[src/gpdi_defines.svh]
// Constants of the GPIB device interface: command codes, addressing, timing.
// Assumes one clock at the rate named below; included by its bare name.
`ifndef GPDI_DEFINES_SVH
`define GPDI_DEFINES_SVH

// Address groups and group mask
`define GPDI_LAG_BASE 7'h20
`define GPDI_TAG_BASE 7'h40
`define GPDI_GRP_MASK 7'h60

// Multiline command codes
`define GPDI_CMD_GTL 7'h01
`define GPDI_CMD_SDC 7'h04
`define GPDI_CMD_GET 7'h08
`define GPDI_CMD_LLO 7'h11
`define GPDI_CMD_DCL 7'h14
`define GPDI_CMD_SPE 7'h18
`define GPDI_CMD_SPD 7'h19
`define GPDI_CMD_UNL 7'h3f
`define GPDI_CMD_UNT 7'h5f

// Timing: longest allowed settle after attention, rounded down
`define GPDI_CLK_NS 4
`define GPDI_ATN_SETTLE_NS 100
`define GPDI_ATN_SETTLE_CYC (`GPDI_ATN_SETTLE_NS / `GPDI_CLK_NS)

// Sampled bus bundle and its released (idle) level
`define GPDI_BUS_W 15
`define GPDI_BUS_IDLE 15'h7fff

// Status byte layout and receive buffer depth
`define GPDI_RSV_BIT 6
`define GPDI_BUF_DEPTH 2

`endif

[src/gpdi_pkg.sv]
// Types of the GPIB device interface: handshake state machine encodings.
// Assumes nothing beyond a SystemVerilog compiler.
package gpdi_pkg;

	// Acceptor handshake states
	typedef enum logic [1:0] {
		ac_idle = 2'b00,
		ac_rdy = 2'b01,
		ac_take = 2'b10,
		ac_wait = 2'b11
	} gpdi_acc_t;

	// Source handshake states
	typedef enum logic [1:0] {
		sr_idle = 2'b00,
		sr_wait = 2'b01,
		sr_dav = 2'b10,
		sr_done = 2'b11
	} gpdi_src_t;

endpackage : gpdi_pkg

[src/gpdi_sync.sv]
// Two-flop synchroniser bank for the clockless bus lines.
// Assumes inputs may change at any time relative to mclk.
module gpdi_sync #(
	parameter int W = 1,
	parameter logic [W-1:0] RST = '0
) (
	// Clock and reset
	input wire logic mclk,
	input wire logic rst_n,
	// Asynchronous in, synchronous out
	input wire logic [W-1:0] async_d,
	output logic [W-1:0] sync_q
);

	logic [W-1:0] meta_q;

	// First stage feeds only the second; reset to released bus level
	always_ff @(posedge mclk or negedge rst_n) begin
		if (!rst_n) begin
			meta_q <= RST;
			sync_q <= RST;
		end else begin
			meta_q <= async_d;
			sync_q <= meta_q;
		end
	end

endmodule : gpdi_sync

[src/gpdi_buf.sv]
// Small valid/ready buffer between the acceptor and the user receive port.
// Assumes DEPTH of at least two; data sits in flip-flops indexed by pointer.
module gpdi_buf #(
	parameter int W = 8,
	parameter int DEPTH = 2
) (
	// Clock and reset
	input wire logic mclk,
	input wire logic rst_n,
	// Fill side
	input wire logic in_valid,
	output logic in_ready,
	input wire logic [W-1:0] in_data,
	// Drain side
	output logic out_valid,
	input wire logic out_ready,
	output logic [W-1:0] out_data
);

	localparam int AW = (DEPTH > 1) ? $clog2(DEPTH) : 1;
	localparam logic [AW:0] FULL = (AW + 1)'(DEPTH);
	localparam logic [AW-1:0] LAST = AW'(DEPTH - 1);

	logic [W-1:0] mem_q [DEPTH];
	logic [AW-1:0] wr_q, rd_q;
	logic [AW:0] cnt_q;
	logic push, pop;

	// Honest full and empty
	assign in_ready = (cnt_q != FULL);
	assign out_valid = (cnt_q != '0);
	assign push = in_valid & in_ready;
	assign pop = out_valid & out_ready;
	assign out_data = mem_q[rd_q];

	// Storage, no reset needed on data
	always_ff @(posedge mclk) begin
		if (push) begin
			mem_q[wr_q] <= in_data;
		end
	end

	// Pointers and fill count
	always_ff @(posedge mclk or negedge rst_n) begin
		if (!rst_n) begin
			wr_q <= '0;
			rd_q <= '0;
			cnt_q <= '0;
		end else begin
			if (push) begin
				wr_q <= (wr_q == LAST) ? '0 : wr_q + 1'b1;
			end
			if (pop) begin
				rd_q <= (rd_q == LAST) ? '0 : rd_q + 1'b1;
			end
			if (push && !pop) begin
				cnt_q <= cnt_q + 1'b1;
			end else if (pop && !push) begin
				cnt_q <= cnt_q - 1'b1;
			end
		end
	end

	a_buf_fill_stall: assert property (@(posedge mclk) disable iff (!rst_n)
		(push && !pop && cnt_q == FULL - 1'b1) |=> (!in_ready && out_valid))
		else $error("buffer did not stall the source when filled");

endmodule : gpdi_buf

[src/gpdi_core.sv]
// GPIB instrument-side interface: acceptor, source, address and command logic.
// Assumes open-drain bus drivers outside; oe high pulls a line low (true).
// What this block does
// - Every bus line is low true; driven low means true.
// - Whole bytes move one per handshake over eight shared data lines.
// - Bytes taken with attention true are addresses or interface commands.
// - Bytes taken with attention false are device data for the user.
// - Source drives data valid; acceptors drive not-ready and not-accepted.
// - Source waits for not-ready released and not-accepted held.
// - Acceptor lines settle within 100 ns after attention turns true.
// - When conditions hold, source asserts data valid.
// - After data valid, acceptor holds not-ready, then releases not-accepted.
// - Handshake is fully interlocked with no fixed timing.
// - Device drives only service request and end; never attention, clear, remote.
// - Remote enable true moves device to remote; lockout may apply.
// - End marks the last byte sent and is passed up on receive.
// - Interface clear returns talker and listener to idle.
// - Device asserts service request when it needs attention.
// - Local lockout and device clear act without addressing.
// - Serial poll enable and disable enter and leave poll mode.
// - Selective clear while listen-addressed restores defaults.
// - Go-to-local while listen-addressed returns to local mode.
// - Unlisten drops the listener role.
// - Untalk drops the talker role.
// - Listen address is address OR 20h, talk address OR 40h.
// - Command codes are fixed byte values per command.
`include "gpdi_defines.svh"

module gpdi_core #(
	parameter int ADDR_W = 5,
	parameter int BUF_DEPTH = `GPDI_BUF_DEPTH
) (
	// Clock and reset
	input wire logic mclk,
	input wire logic rst_n,
	// Bus lines in, raw electrical level
	input wire logic [7:0] dio_n_i,
	input wire logic atn_n_i,
	input wire logic ifc_n_i,
	input wire logic ren_n_i,
	input wire logic dav_n_i,
	input wire logic nrfd_n_i,
	input wire logic ndac_n_i,
	input wire logic eoi_n_i,
	// Bus drivers, open drain
	output logic [7:0] dio_o,
	output logic [7:0] dio_oe,
	output logic dav_o,
	output logic dav_oe,
	output logic nrfd_o,
	output logic nrfd_oe,
	output logic ndac_o,
	output logic ndac_oe,
	output logic eoi_o,
	output logic eoi_oe,
	output logic srq_o,
	output logic srq_oe,
	// Configuration and front panel
	input wire logic [ADDR_W-1:0] my_addr,
	input wire logic lock_cfg,
	input wire logic local_key,
	// Received device data
	output logic rx_valid,
	input wire logic rx_ready,
	output logic [7:0] rx_data,
	output logic rx_end,
	// Device data to send
	input wire logic tx_valid,
	output logic tx_ready,
	input wire logic [7:0] tx_data,
	input wire logic tx_end,
	// Service request and status
	input wire logic svc_req,
	input wire logic [7:0] status_byte,
	output logic remote,
	output logic front_lockout,
	output logic listen_act,
	output logic talk_act,
	output logic spoll_act,
	output logic dev_clear,
	output logic trigger
);

	localparam int ATN_CYC = `GPDI_ATN_SETTLE_CYC;

	////////////////////////////////////////////////////////////////////////////
	// Input sampling

	logic [`GPDI_BUS_W-1:0] bus_s;
	logic [7:0] dio_s;
	logic atn_s, ifc_s, ren_s, dav_s, nrfd_s, ndac_s, eoi_s;
	logic [7:0] dio_t;
	logic atn_t, ifc_t, ren_t, dav_t, nrfd_t, ndac_t, eoi_t;

	// The bus has no clock, so every line is resynchronised
	gpdi_sync #(.W(`GPDI_BUS_W), .RST(`GPDI_BUS_IDLE)) u_sync (
		.mclk(mclk),
		.rst_n(rst_n),
		.async_d({dio_n_i, atn_n_i, ifc_n_i, ren_n_i, dav_n_i, nrfd_n_i, ndac_n_i, eoi_n_i}),
		.sync_q(bus_s)
	);
	assign {dio_s, atn_s, ifc_s, ren_s, dav_s, nrfd_s, ndac_s, eoi_s} = bus_s;

	// Low level means true on every line
	assign dio_t = ~dio_s;
	assign atn_t = ~atn_s;
	assign ifc_t = ~ifc_s;
	assign ren_t = ~ren_s;
	assign dav_t = ~dav_s;
	assign nrfd_t = ~nrfd_s;
	assign ndac_t = ~ndac_s;
	assign eoi_t = ~eoi_s;

	////////////////////////////////////////////////////////////////////////////
	// State

	gpdi_pkg::gpdi_acc_t acc_q;
	gpdi_pkg::gpdi_src_t src_q;
	logic [7:0] cap_byte_q, sh_byte_q, poll_byte;
	logic cap_atn_q, cap_eoi_q, sh_eoi_q;
	logic listen_q, talk_q, spoll_q, remote_q, llo_q, ren_q, clear_q, trig_q;
	logic acc_act, take_now, buf_in_valid, buf_in_ready;
	logic src_act, drive;
	logic [8:0] rx_word;

	// Own-address match, shared by listen and talk decode
	function automatic logic addr_hit(input logic [6:0] cmd, input logic [6:0] base,
		input logic [ADDR_W-1:0] pa);
		addr_hit = (cmd == (base | 7'(pa)));
	endfunction : addr_hit

	////////////////////////////////////////////////////////////////////////////
	// Acceptor handshake

	// Everyone accepts under attention; only a listener accepts data
	assign acc_act = atn_t | listen_q;
	// Data waits for buffer room, so a stalled receiver loses no byte
	assign take_now = (acc_q == gpdi_pkg::ac_rdy) & acc_act & dav_t & (atn_t | buf_in_ready);

	always_ff @(posedge mclk or negedge rst_n) begin
		if (!rst_n) begin
			acc_q <= gpdi_pkg::ac_idle;
		end else if (ifc_t) begin
			acc_q <= gpdi_pkg::ac_idle;
		end else begin
			unique case (acc_q)
				gpdi_pkg::ac_idle: begin
					if (acc_act && !dav_t && (atn_t || buf_in_ready)) begin
						acc_q <= gpdi_pkg::ac_rdy;
					end
				end
				gpdi_pkg::ac_rdy: begin
					if (!acc_act) begin
						acc_q <= gpdi_pkg::ac_idle;
					end else if (take_now) begin
						acc_q <= gpdi_pkg::ac_take;
					end
				end
				gpdi_pkg::ac_take: begin
					acc_q <= gpdi_pkg::ac_wait;
				end
				gpdi_pkg::ac_wait: begin
					if (!dav_t) begin
						acc_q <= gpdi_pkg::ac_idle;
					end
				end
			endcase
		end
	end

	// Latch byte, attention and end as data valid is seen
	always_ff @(posedge mclk or negedge rst_n) begin
		if (!rst_n) begin
			cap_byte_q <= 8'h00;
			cap_atn_q <= 1'b0;
			cap_eoi_q <= 1'b0;
		end else if (take_now) begin
			cap_byte_q <= dio_t;
			cap_atn_q <= atn_t;
			cap_eoi_q <= eoi_t;
		end
	end

	// Hold not-ready except when ready; hold not-accepted until taken
	assign nrfd_oe = acc_act & (acc_q != gpdi_pkg::ac_rdy);
	assign ndac_oe = acc_act & (acc_q != gpdi_pkg::ac_wait);
	assign nrfd_o = 1'b0;
	assign ndac_o = 1'b0;

	// Data bytes go to the user, never to the decoder
	assign buf_in_valid = (acc_q == gpdi_pkg::ac_take) & ~cap_atn_q;

	gpdi_buf #(.W(9), .DEPTH(BUF_DEPTH)) u_rxbuf (
		.mclk(mclk),
		.rst_n(rst_n),
		.in_valid(buf_in_valid),
		.in_ready(buf_in_ready),
		.in_data({cap_eoi_q, cap_byte_q}),
		.out_valid(rx_valid),
		.out_ready(rx_ready),
		.out_data(rx_word)
	);
	assign {rx_end, rx_data} = rx_word;

	////////////////////////////////////////////////////////////////////////////
	// Command decode

	logic [6:0] cmd;
	logic cmd_go, is_unl, is_unt, is_mla, is_mta, is_ota, is_addr;
	assign cmd = cap_byte_q[6:0];
	assign cmd_go = (acc_q == gpdi_pkg::ac_take) & cap_atn_q;
	assign is_unl = cmd_go & (cmd == `GPDI_CMD_UNL);
	assign is_unt = cmd_go & (cmd == `GPDI_CMD_UNT);
	assign is_mla = cmd_go & ~is_unl & addr_hit(cmd, `GPDI_LAG_BASE, my_addr);
	assign is_mta = cmd_go & ~is_unt & addr_hit(cmd, `GPDI_TAG_BASE, my_addr);
	assign is_ota = cmd_go & ~is_mta & ((cmd & `GPDI_GRP_MASK) == `GPDI_TAG_BASE);
	// Addressed commands count only while listen-addressed
	assign is_addr = cmd_go & listen_q;

	// Listener and talker roles
	always_ff @(posedge mclk or negedge rst_n) begin
		if (!rst_n) begin
			listen_q <= 1'b0;
			talk_q <= 1'b0;
		end else if (ifc_t) begin
			listen_q <= 1'b0;
			talk_q <= 1'b0;
		end else begin
			if (is_unl || is_mta) begin
				listen_q <= 1'b0;
			end else if (is_mla) begin
				listen_q <= 1'b1;
			end
			if (is_unt || is_ota || is_mla) begin
				talk_q <= 1'b0;
			end else if (is_mta) begin
				talk_q <= 1'b1;
			end
		end
	end

	// Serial poll mode
	always_ff @(posedge mclk or negedge rst_n) begin
		if (!rst_n) begin
			spoll_q <= 1'b0;
		end else if (ifc_t) begin
			spoll_q <= 1'b0;
		end else if (cmd_go && cmd == `GPDI_CMD_SPE) begin
			spoll_q <= 1'b1;
		end else if (cmd_go && cmd == `GPDI_CMD_SPD) begin
			spoll_q <= 1'b0;
		end
	end

	// Remote, local and lockout; entering remote wins over a local key
	always_ff @(posedge mclk or negedge rst_n) begin
		if (!rst_n) begin
			ren_q <= 1'b0;
			remote_q <= 1'b0;
			llo_q <= 1'b0;
		end else begin
			ren_q <= ren_t;
			if (!ren_t) begin
				remote_q <= 1'b0;
				llo_q <= 1'b0;
			end else begin
				if (!ren_q || is_mla) begin
					remote_q <= 1'b1;
				end else if ((is_addr && cmd == `GPDI_CMD_GTL) || (local_key && !front_lockout)) begin
					remote_q <= 1'b0;
				end
				if (cmd_go && cmd == `GPDI_CMD_LLO) begin
					llo_q <= 1'b1;
				end
			end
		end
	end
	assign front_lockout = remote_q & (llo_q | lock_cfg);

	// One-cycle clear and trigger pulses to the instrument
	always_ff @(posedge mclk or negedge rst_n) begin
		if (!rst_n) begin
			clear_q <= 1'b0;
			trig_q <= 1'b0;
		end else begin
			clear_q <= (cmd_go && cmd == `GPDI_CMD_DCL) || (is_addr && cmd == `GPDI_CMD_SDC);
			trig_q <= is_addr && cmd == `GPDI_CMD_GET;
		end
	end

	////////////////////////////////////////////////////////////////////////////
	// Source handshake

	// Talk only while addressed and attention is false
	assign src_act = talk_q & ~atn_t;
	assign tx_ready = (src_q == gpdi_pkg::sr_idle) & src_act & ~spoll_q;

	// Poll answer carries the request flag in its own bit
	always_comb begin
		poll_byte = status_byte;
		poll_byte[`GPDI_RSV_BIT] = svc_req;
	end

	always_ff @(posedge mclk or negedge rst_n) begin
		if (!rst_n) begin
			src_q <= gpdi_pkg::sr_idle;
		end else if (ifc_t || !talk_q) begin
			src_q <= gpdi_pkg::sr_idle;
		end else begin
			unique case (src_q)
				gpdi_pkg::sr_idle: begin
					if (src_act && (spoll_q || tx_valid)) begin
						src_q <= gpdi_pkg::sr_wait;
					end
				end
				gpdi_pkg::sr_wait: begin
					if (src_act && !nrfd_t && ndac_t) begin
						src_q <= gpdi_pkg::sr_dav;
					end
				end
				gpdi_pkg::sr_dav: begin
					if (!ndac_t) begin
						src_q <= gpdi_pkg::sr_done;
					end
				end
				gpdi_pkg::sr_done: begin
					src_q <= gpdi_pkg::sr_idle;
				end
			endcase
		end
	end

	// Outgoing byte held from load until accepted
	always_ff @(posedge mclk or negedge rst_n) begin
		if (!rst_n) begin
			sh_byte_q <= 8'h00;
			sh_eoi_q <= 1'b0;
		end else if (src_q == gpdi_pkg::sr_idle && src_act && (spoll_q || tx_valid)) begin
			sh_byte_q <= spoll_q ? poll_byte : tx_data;
			sh_eoi_q <= ~spoll_q & tx_end;
		end
	end

	// Data leads data valid by a cycle at least; lines freed at once on attention
	assign drive = src_act & ((src_q == gpdi_pkg::sr_wait) | (src_q == gpdi_pkg::sr_dav));
	assign dio_oe = drive ? sh_byte_q : 8'h00;
	assign dio_o = 8'h00;
	assign dav_oe = src_act & (src_q == gpdi_pkg::sr_dav);
	assign dav_o = 1'b0;
	assign eoi_oe = drive & sh_eoi_q;
	assign eoi_o = 1'b0;
	assign srq_oe = svc_req;
	assign srq_o = 1'b0;

	// Status
	assign remote = remote_q;
	assign listen_act = listen_q;
	assign talk_act = talk_q;
	assign spoll_act = spoll_q;
	assign dev_clear = clear_q;
	assign trigger = trig_q;

	////////////////////////////////////////////////////////////////////////////
	// Checks

	a_acc_take_seq: assert property (@(posedge mclk) disable iff (!rst_n)
		(take_now && !ifc_t) |=> (acc_q == gpdi_pkg::ac_take && (nrfd_oe || !acc_act)) ##1 !ndac_oe)
		else $error("acceptor did not hold not-ready then free not-accepted");
	a_src_wait_cond: assert property (@(posedge mclk) disable iff (!rst_n)
		($rose(dav_oe) && $past(src_q) == gpdi_pkg::sr_wait) |-> $past(!nrfd_t && ndac_t))
		else $error("data valid asserted before acceptors were ready");
	a_dav_release: assert property (@(posedge mclk) disable iff (!rst_n)
		(dav_oe && !ndac_t && !ifc_t) |=> !dav_oe ##1 (src_q == gpdi_pkg::sr_idle))
		else $error("data valid not released after acceptance");
	a_src_not_acc: assert property (@(posedge mclk) disable iff (!rst_n)
		dav_oe |-> (!nrfd_oe && !ndac_oe && dio_oe == sh_byte_q))
		else $error("source drove acceptor lines or lost its byte");
	a_atn_settle: assert property (@(posedge mclk) disable iff (!rst_n)
		$rose(atn_t) |-> ##[0:ATN_CYC] ndac_oe)
		else $error("not-accepted not held soon after attention");
	a_unl_drop: assert property (@(posedge mclk) disable iff (!rst_n)
		is_unl |=> !listen_q)
		else $error("listener kept role after unlisten");
	a_unt_drop: assert property (@(posedge mclk) disable iff (!rst_n)
		is_unt |=> !talk_q)
		else $error("talker kept role after untalk");
	a_ifc_idle: assert property (@(posedge mclk) disable iff (!rst_n)
		ifc_t |=> (!listen_q && !talk_q && !dav_oe))
		else $error("interface clear left a role active");
	a_mla_listen: assert property (@(posedge mclk) disable iff (!rst_n)
		(is_mla && !ifc_t) |=> (listen_q && !talk_q))
		else $error("own listen address not taken");
	a_ren_local: assert property (@(posedge mclk) disable iff (!rst_n)
		!ren_t |=> (!remote && !front_lockout))
		else $error("remote kept with remote enable false");

endmodule : gpdi_core

[config.mk]
export PLATFORM = sky130hd
export DESIGN_NAME = gpdi_core
export DESIGN_NICKNAME = d
export VERILOG_FILES = /design/src/gpdi_pkg.sv /design/src/gpdi_sync.sv /design/src/gpdi_buf.sv /design/src/gpdi_core.sv
export VERILOG_INCLUDE_DIRS = /design/src
export SDC_FILE = /design/constraint.sdc
export NUM_CORES = 1
export LEC_CHECK = 0
export ABC_AREA = 0
export ABC_CLOCK_PERIOD_IN_PS = 3750
export BUFFER_PORTS_ARGS = -buffer_cell sky130_fd_sc_hd__buf_2
export CAP_MARGIN = 20
export CORE_MARGIN = 4
export CORE_UTILIZATION = 36
export CTS_CLUSTER_SIZE = 25
export DETAILED_ROUTE_END_ITERATION = 7
export PLACE_DENSITY = 0.66
export SYNTH_ARGS = -nofsm -noshare
export SYNTH_HDL_FRONTEND = slang
export SYNTH_HIERARCHICAL = 1
export SYNTH_SLANG_ARGS = --single-unit
[constraint.sdc]
create_clock -name mclk -period 3.75 [get_ports mclk]
set_input_delay 0.1875 -clock mclk [delete_from_list [all_inputs] [get_ports mclk]]
set_output_delay 0.1875 -clock mclk [all_outputs]
set_load 0.005 [all_outputs]
==> results of run 1 <==
where the power goes:
group	switching (mW)	total, mW	internal, mW
combinational	0.133	0.307	0.174
clock	0.323	0.610	0.286
sequential	0.122	1.16	1.04
final timing paths:
path | from | endpoint | slack [ps] | cells past startpoint
setup / recovery | src_q[0] | dio_oe[1] | 1800 | 5
hold / removal | tx_end | sh_eoi_q | 100 | 2
setup reg to reg | acc_q[1] | u_rxbuf/mem_q[0][4] | 1890 | 4
hold reg to reg | u_sync/meta_q[5] | u_sync/sync_q[5] | 350 | 0
max in group asynchronous | rst_n | u_sync/meta_q[6] | 2390 | 3
min in group asynchronous | rst_n | sh_byte_q[3] | 430 | 2
logic make-up (layout without fill, tap and decap cells):
group	after synthesis	after routing	share of synthesized area, %
adders and majority gates	5	5	1.83
muxes	18	18	5.60
and+or+nand+nor	70	70	11.8
DFF	83	83	64.4
buffers and inverters	30	114	5.67
xor gates and xnor gates	10	10	2.56
other	1	13	0.110
AOI/OAI and AO/OA	42	42	8.01
cell type report:
class	count	area [µm²]	area share [%]
multi-input combinational	158	1070	25.5
clock buffer	10	149	3.55
clock inverter	6	46.3	1.10
tap	129	161	3.85
timing repair buffer	90	533	12.7
inverter	8	30.0	0.716
sequential	83	2200	52.6
layer usage:
layer	vias to the layer above	wire length, µm	track usage [%]
met5	-	0	0
met4	0	148	5.44
met3	9	272	3.12
met2	49	3040	18.4
met1	1016	2670	14.7
li1	1061	-	-
registers in the layout, indices dropped and copies added, names as in the netlist:
register / cells
u_rxbuf/cnt_q: 2
trigger: 1
u_rxbuf/mem_q: 18
u_rxbuf/rd_q: 1
llo_q: 1
cap_eoi_q: 1
dev_clear: 1
u_sync/meta_q: 15
talk_act: 1
listen_act: 1
remote: 1
ren_q: 1
spoll_act: 1
u_sync/sync_q: 15
u_rxbuf/wr_q: 1
sh_byte_q: 8
sh_eoi_q: 1
cap_atn_q: 1
cap_byte_q: 8
acc_q: 2
src_q: 2
cell usage in the layout (no fill, tap or decap), types with 10 or more instances in the layout:
cell           Yosys  routed
and2_1            11      11
buf_2              2      73
conb_1             1      13
dfrtp_1           35      35
dfstp_2           30      30
dlygate4sd3_1      0      16
edfxtp_1          18      18
nand2_1           24      24
o21ai_0           10      10
through the flow:
step / hold WS (ps) / power (mW) / instances / cell area, µm²
2_1_floorplan: -108 / 1.36 / 271 / 3470
3_3_place_gp: 271 / 1.46 / 452 / 3840
3_5_place_dp: 278 / 1.47 / 452 / 3840
4_1_cts: 75.7 / 2.11 / 484 / 4190
5_1_grt: 77.6 / 2.20 / 484 / 4190
6_report: 97.7 / 2.08 / 484 / 4190
critical path, cell delays in order (launching register included):
cell     delay [ps]
dfrtp_1         400
inv_1           100
ha_1            310
and3_1          330
and2_1          180
buf_2           110
==> results.sh, run 1 <==
export IMPL_root_buffer="clkbuf_8"
export IMPL_synth_async_reset_ratio_pct=78.3
export IMPL_synth_top_area_share_pct=25.6
export IMPL_power_per_cell_area_nw_per_um2=495
export IMPL_antennaDiodeCount=0
export IMPL_clock_path_buffers=2
export IMPL_gp_congestion=0.750
export IMPL_htreeDepth=3
export IMPL_vias_per_cell=4.41
export IMPL_area_growth_synth_to_final_pct=22.5
export IMPL_finalCritPeriodShare_pct=51.9
export IMPL_crit_fanout=9
export IMPL_dp_slack_ps=1880
export IMPL_ys_top_cells_by_area="dfrtp_1 26%, dfstp_2 23%, edfxtp_1 16%"
export IMPL_dr_total_vias=2135
export IMPL_fmax_ghz=0.514
export IMPL_rows=35
export IMPL_ys_ff_latch=83
export IMPL_fin_nets=399
export IMPL_worstMarginPinSlew_ps=958
export IMPL_grtUsageTotal_pct=11.6
export IMPL_grt_overflow_total=0
export IMPL_grt_pass1_vias=2064
export IMPL_status="complete, no violations"
export IMPL_dr_pass1_iters=4
export IMPL_clk_latency_ps=350
export IMPL_ctsHoldBuffers=16
export IMPL_drt_total_wl_mm=6.13
export IMPL_vdd_drop_max_mv=0.249
export IMPL_hold_viol=0
export IMPL_final_antenna_net_count=0
export IMPL_hold_path_class="input port to flip-flop"
export IMPL_numCtsBuffers=9
export IMPL_routedWlPerCell_um=12.7
export IMPL_yosysWarnings=6
export IMPL_yosysSeqAreaShare_pct=64.4
export IMPL_fin_tns_setup_ps=0
export IMPL_layout_setup_ws_ps=1800
export IMPL_grt_max_degree=35
export IMPL_start_util_pct=37.0
export IMPL_cts_tree="yes"
export IMPL_die_h_um=105
export IMPL_fin_crit_ps=1950
export IMPL_fin_util_pct=45.4
export IMPL_core_um2=9240
export IMPL_drc=0
export IMPL_maxCapViolCount=0
export IMPL_synth_cell_types=53
export IMPL_yosysTopAreaCell="dfrtp_1"
export IMPL_fillers=866
export IMPL_worst_ep_required_time_ps=3560
export IMPL_finalSetupViolCount=0
export IMPL_endpoint_kind="primary output"
export IMPL_drtIter0Drc=79
export IMPL_synthesis_area_um2=3420
export IMPL_drive_gt1_share_pct=38.9
export IMPL_syn_mean_instance_area_um2=13.2
export IMPL_io_buffers=73
export IMPL_post_cts_buffers=0
export IMPL_rsz0062_at_grt="no"
export IMPL_grt_pass1_wl_mm=10.1
export IMPL_synth_edff_count=18
export IMPL_dp_hpwl_mm=4.40
export IMPL_maxSlewViolCount=0
export IMPL_clock_skew_ps=11.4
export IMPL_antenna_found_initial=0
export IMPL_synth_flop_cell="dfrtp_1"
export IMPL_start_kind="flip-flop"
export IMPL_slew_headroom_pct=36.0
export IMPL_clock_sinks=83
export IMPL_worstSetupPathType="flip-flop to primary output"
export IMPL_cellLeakagePower_nw=1.89
export IMPL_die_w_um=105
export IMPL_synth_cells=259
export IMPL_synth_most_common_cell="dfrtp_1"
export IMPL_synth_common_cells="35 x dfrtp_1, 30 x dfstp_2, 24 x nand2_1"
export IMPL_die_area_um2=11100
export IMPL_clk_pin_slew_worst_paths_ps=80
export IMPL_io_pin_count=88
export IMPL_cts_resized=0
export IMPL_cp_arrival_ps=1760
No activity file was read; power rests on OpenSTA's default activity.
==> inputs of run 2 (changes only) <==
--- a/config.mk
+++ b/config.mk
@@ -7,7 +7,7 @@
 export NUM_CORES = 1
 export LEC_CHECK = 0
 export ABC_AREA = 0
-export ABC_CLOCK_PERIOD_IN_PS = 3750
+export ABC_CLOCK_PERIOD_IN_PS = 1800
 export BUFFER_PORTS_ARGS = -buffer_cell sky130_fd_sc_hd__buf_2
 export CAP_MARGIN = 20
 export CORE_MARGIN = 4
==> constraint.sdc (replaced) <==
create_clock -name mclk -period 1.8 [get_ports mclk]
set_input_delay 0.09 -clock mclk [delete_from_list [all_inputs] [get_ports mclk]]
set_output_delay 0.09 -clock mclk [all_outputs]
set_load 0.005 [all_outputs]
==> run 2 against run 1 <==
  * Worst hold slack worse by 62 ps
  * Count of clock-buffer cells in the layout is 2 higher
  * First-iteration DRC count is 57% higher
  * Core utilization is 1.1 points higher
  * Worst setup slack worse by 1700 ps
  * Sequential power is 110% higher
==> results.sh, run 2 (synthesized netlist as in run 1, its figures left out) <==
export IMPL_status="complete, no violations"
export IMPL_grtUsageTotal_pct=11.8
export IMPL_worst_ep_required_time_ps=1710
export IMPL_clock_path_buffers=2
export IMPL_endpoint="dio_oe[7]"
export IMPL_mostFrequentLayoutCells="73 x buf_2, 35 x dfrtp_1, 30 x dfstp_2"
export IMPL_worstSetupPathType="flip-flop to primary output"
export IMPL_p_switching_mw=1.17
export IMPL_slew_headroom_pct=62.1
export IMPL_mostFrequentLayoutCell="buf_2"
export IMPL_antennaDiodeCount=0
export IMPL_ff2ff_path_depth=4
export IMPL_maxSlewViolCount=0
export IMPL_worstMarginPinSlew_ps=568
export IMPL_drive_gt1_share_pct=41.1
export IMPL_maxCapViolCount=0
export IMPL_layout_setup_ws_ps=95.3
export IMPL_root_buffer="clkbuf_8"
export IMPL_r2r_end="src_q[1]"
export IMPL_die_h_um=105
export IMPL_final_antenna_net_count=0
export IMPL_hold_viol=0
export IMPL_comb_power_share_pct=15.7
export IMPL_p_int_mw=3.11
export IMPL_dp_cells=457
export IMPL_largest_reg_flops=18
export IMPL_hold_path_class="input port to flip-flop"
export IMPL_core_um2=9240
export IMPL_clkPwrFrac_pct=28.2
export IMPL_clock_sinks=83
export IMPL_grt_pass1_vias=2187
export IMPL_start_kind="flip-flop"
export IMPL_seq_power_share_pct=56.1
export IMPL_endpoint_kind="primary output"
export IMPL_clock_skew_ps=9.13
export IMPL_crit_slowest_cell="dfrtp_1"
export IMPL_cpPeakStageDelay_ps=390
export IMPL_vdd_drop_max_mv=0.436
export IMPL_dp_hpwl_mm=4.52
export IMPL_largestRegisters="u_rxbuf/mem_q (18), u_sync/meta_q (15), u_sync/sync_q (15)"
export IMPL_fin_crit_ps=1700
export IMPL_clk_latency_ps=340
export IMPL_grt_overflow_total=0
export IMPL_area_growth_synth_to_final_pct=25.5
export IMPL_fin_nets=409
export IMPL_cellLeakagePower_nw=1.93
export IMPL_io_pin_count=88
export IMPL_fin_util_pct=46.5
export IMPL_drc=0
export IMPL_cts_tree="yes"
export IMPL_stdcell_count=494
export IMPL_fmax_ghz=0.587
export IMPL_die_w_um=105
export IMPL_finalCritPeriodShare_pct=94.7
export IMPL_rows=35
export IMPL_worstPathCellList="inv_1 -> ha_4 -> and3_4 -> and2_1 -> buf_2"
export IMPL_grt_pass1_wl_mm=10.3
export IMPL_antenna_found_initial=0
export IMPL_clk_pin_slew_worst_paths_ps=80
export IMPL_crit_start="src_q[0]"
export IMPL_whs_ps=35.8
export IMPL_crit_fanout=9
export IMPL_dr_total_vias=2191
export IMPL_htreeDepth=3
export IMPL_swShare_pct=27.3
export IMPL_drt_total_wl_mm=6.38
export IMPL_dp_slack_ps=64.0
export IMPL_start_util_pct=37.0
export IMPL_gp_congestion=0.769
export IMPL_die_area_um2=11100
export IMPL_r2r_setup_slack_ps=100
export IMPL_numCtsBuffers=9
export IMPL_cp_arrival_ps=1610
export IMPL_fillers=853
export IMPL_dr_pass1_iters=4
export IMPL_grt_max_degree=66
export IMPL_vias_per_cell=4.44
export IMPL_drtIter0Drc=124
export IMPL_largest_register="u_rxbuf/mem_q"
export IMPL_io_buffers=73
export IMPL_routedWlPerCell_um=12.9
export IMPL_finalSetupViolCount=0
export IMPL_power_per_cell_area_nw_per_um2=998
export IMPL_worstReg2RegStart="u_sync/sync_q[6]"
run 2: final cells by class:
| type | instances | area, µm² | share of cell area, % |
|---|---|---|---|
| Sequential cell | 83 | 2200 | 51.3 |
| Multi-Input combinational cell | 158 | 1090 | 25.5 |
| Timing Repair Buffer | 100 | 626 | 14.6 |
| Tap cell | 129 | 161 | 3.76 |
| Clock buffer | 12 | 155 | 3.61 |
| Inverter | 8 | 30.0 | 0.699 |
| Clock inverter | 4 | 23.8 | 0.554 |
run 2: repair_timing:
item                       in CTS  in global routing
buffers inserted                1                  2
pin swaps                       0                  1
hold buffers                   17                  1
hold endpoints to repair       51                  1
gates resized for setup         2                  4
setup endpoints to repair       9                 15
run 2: worst min-delay path by stage:
| stage | start | end | slack [ps] | depth (start not counted) |
|---|---|---|---|---|
| 2_1_floorplan | rst_n | acc_q[0] | -210 | 0 |
| 3_3_place_gp | rst_n | sh_byte_q[7] | 120 | 2 |
| 3_5_place_dp | rst_n | sh_byte_q[7] | 130 | 2 |
| 4_1_cts | tx_end | sh_eoi_q | 2 | 2 |
| 5_1_grt | tx_data[3] | sh_byte_q[3] | 30 | 3 |
| 6_report | tx_data[7] | sh_byte_q[7] | 40 | 3 |
run 2: metrics by stage:
step | total power, mW | cell area [µm²] | TNS (ps)
floorplan | 2.83 | 3470 | 0
global placement | 3.06 | 3890 | 0
detailed placement | 3.09 | 3890 | 0
CTS | 4.33 | 4250 | 0
global route | 4.52 | 4290 | -10.1
finish | 4.28 | 4290 | 0
run 2: critical path, delay by kind of cell, from the launching register on:
| family | cells | cell delay [ps] |
|---|---|---|
| simple gates | 2 | 380 |
| flops | 1 | 390 |
| fa+ha+maj | 1 | 230 |
| buf+inv | 2 | 270 |
run 2: layer usage:
| layer | track usage (%) | vias up | part of all wire, % |
|---|---|---|---|
| li1 | - | 1079 | - |
| met4 | 6.19 | 0 | 2.1 |
| met2 | 19.5 | 52 | 51 |
| met5 | 0 | - | 0 |
| met3 | 3.06 | 11 | 4.7 |
| met1 | 14.1 | 1049 | 43 |
run 2: power by group through the flow:
stage	Combinational (mW)	Sequential [mW]	Clock, mW
finish	0.671	2.40	1.21
floorplan	0.501	2.33	0
global route	0.752	2.45	1.32
CTS	0.682	2.41	1.25
global placement	0.634	2.43	0
detailed placement	0.650	2.44	0
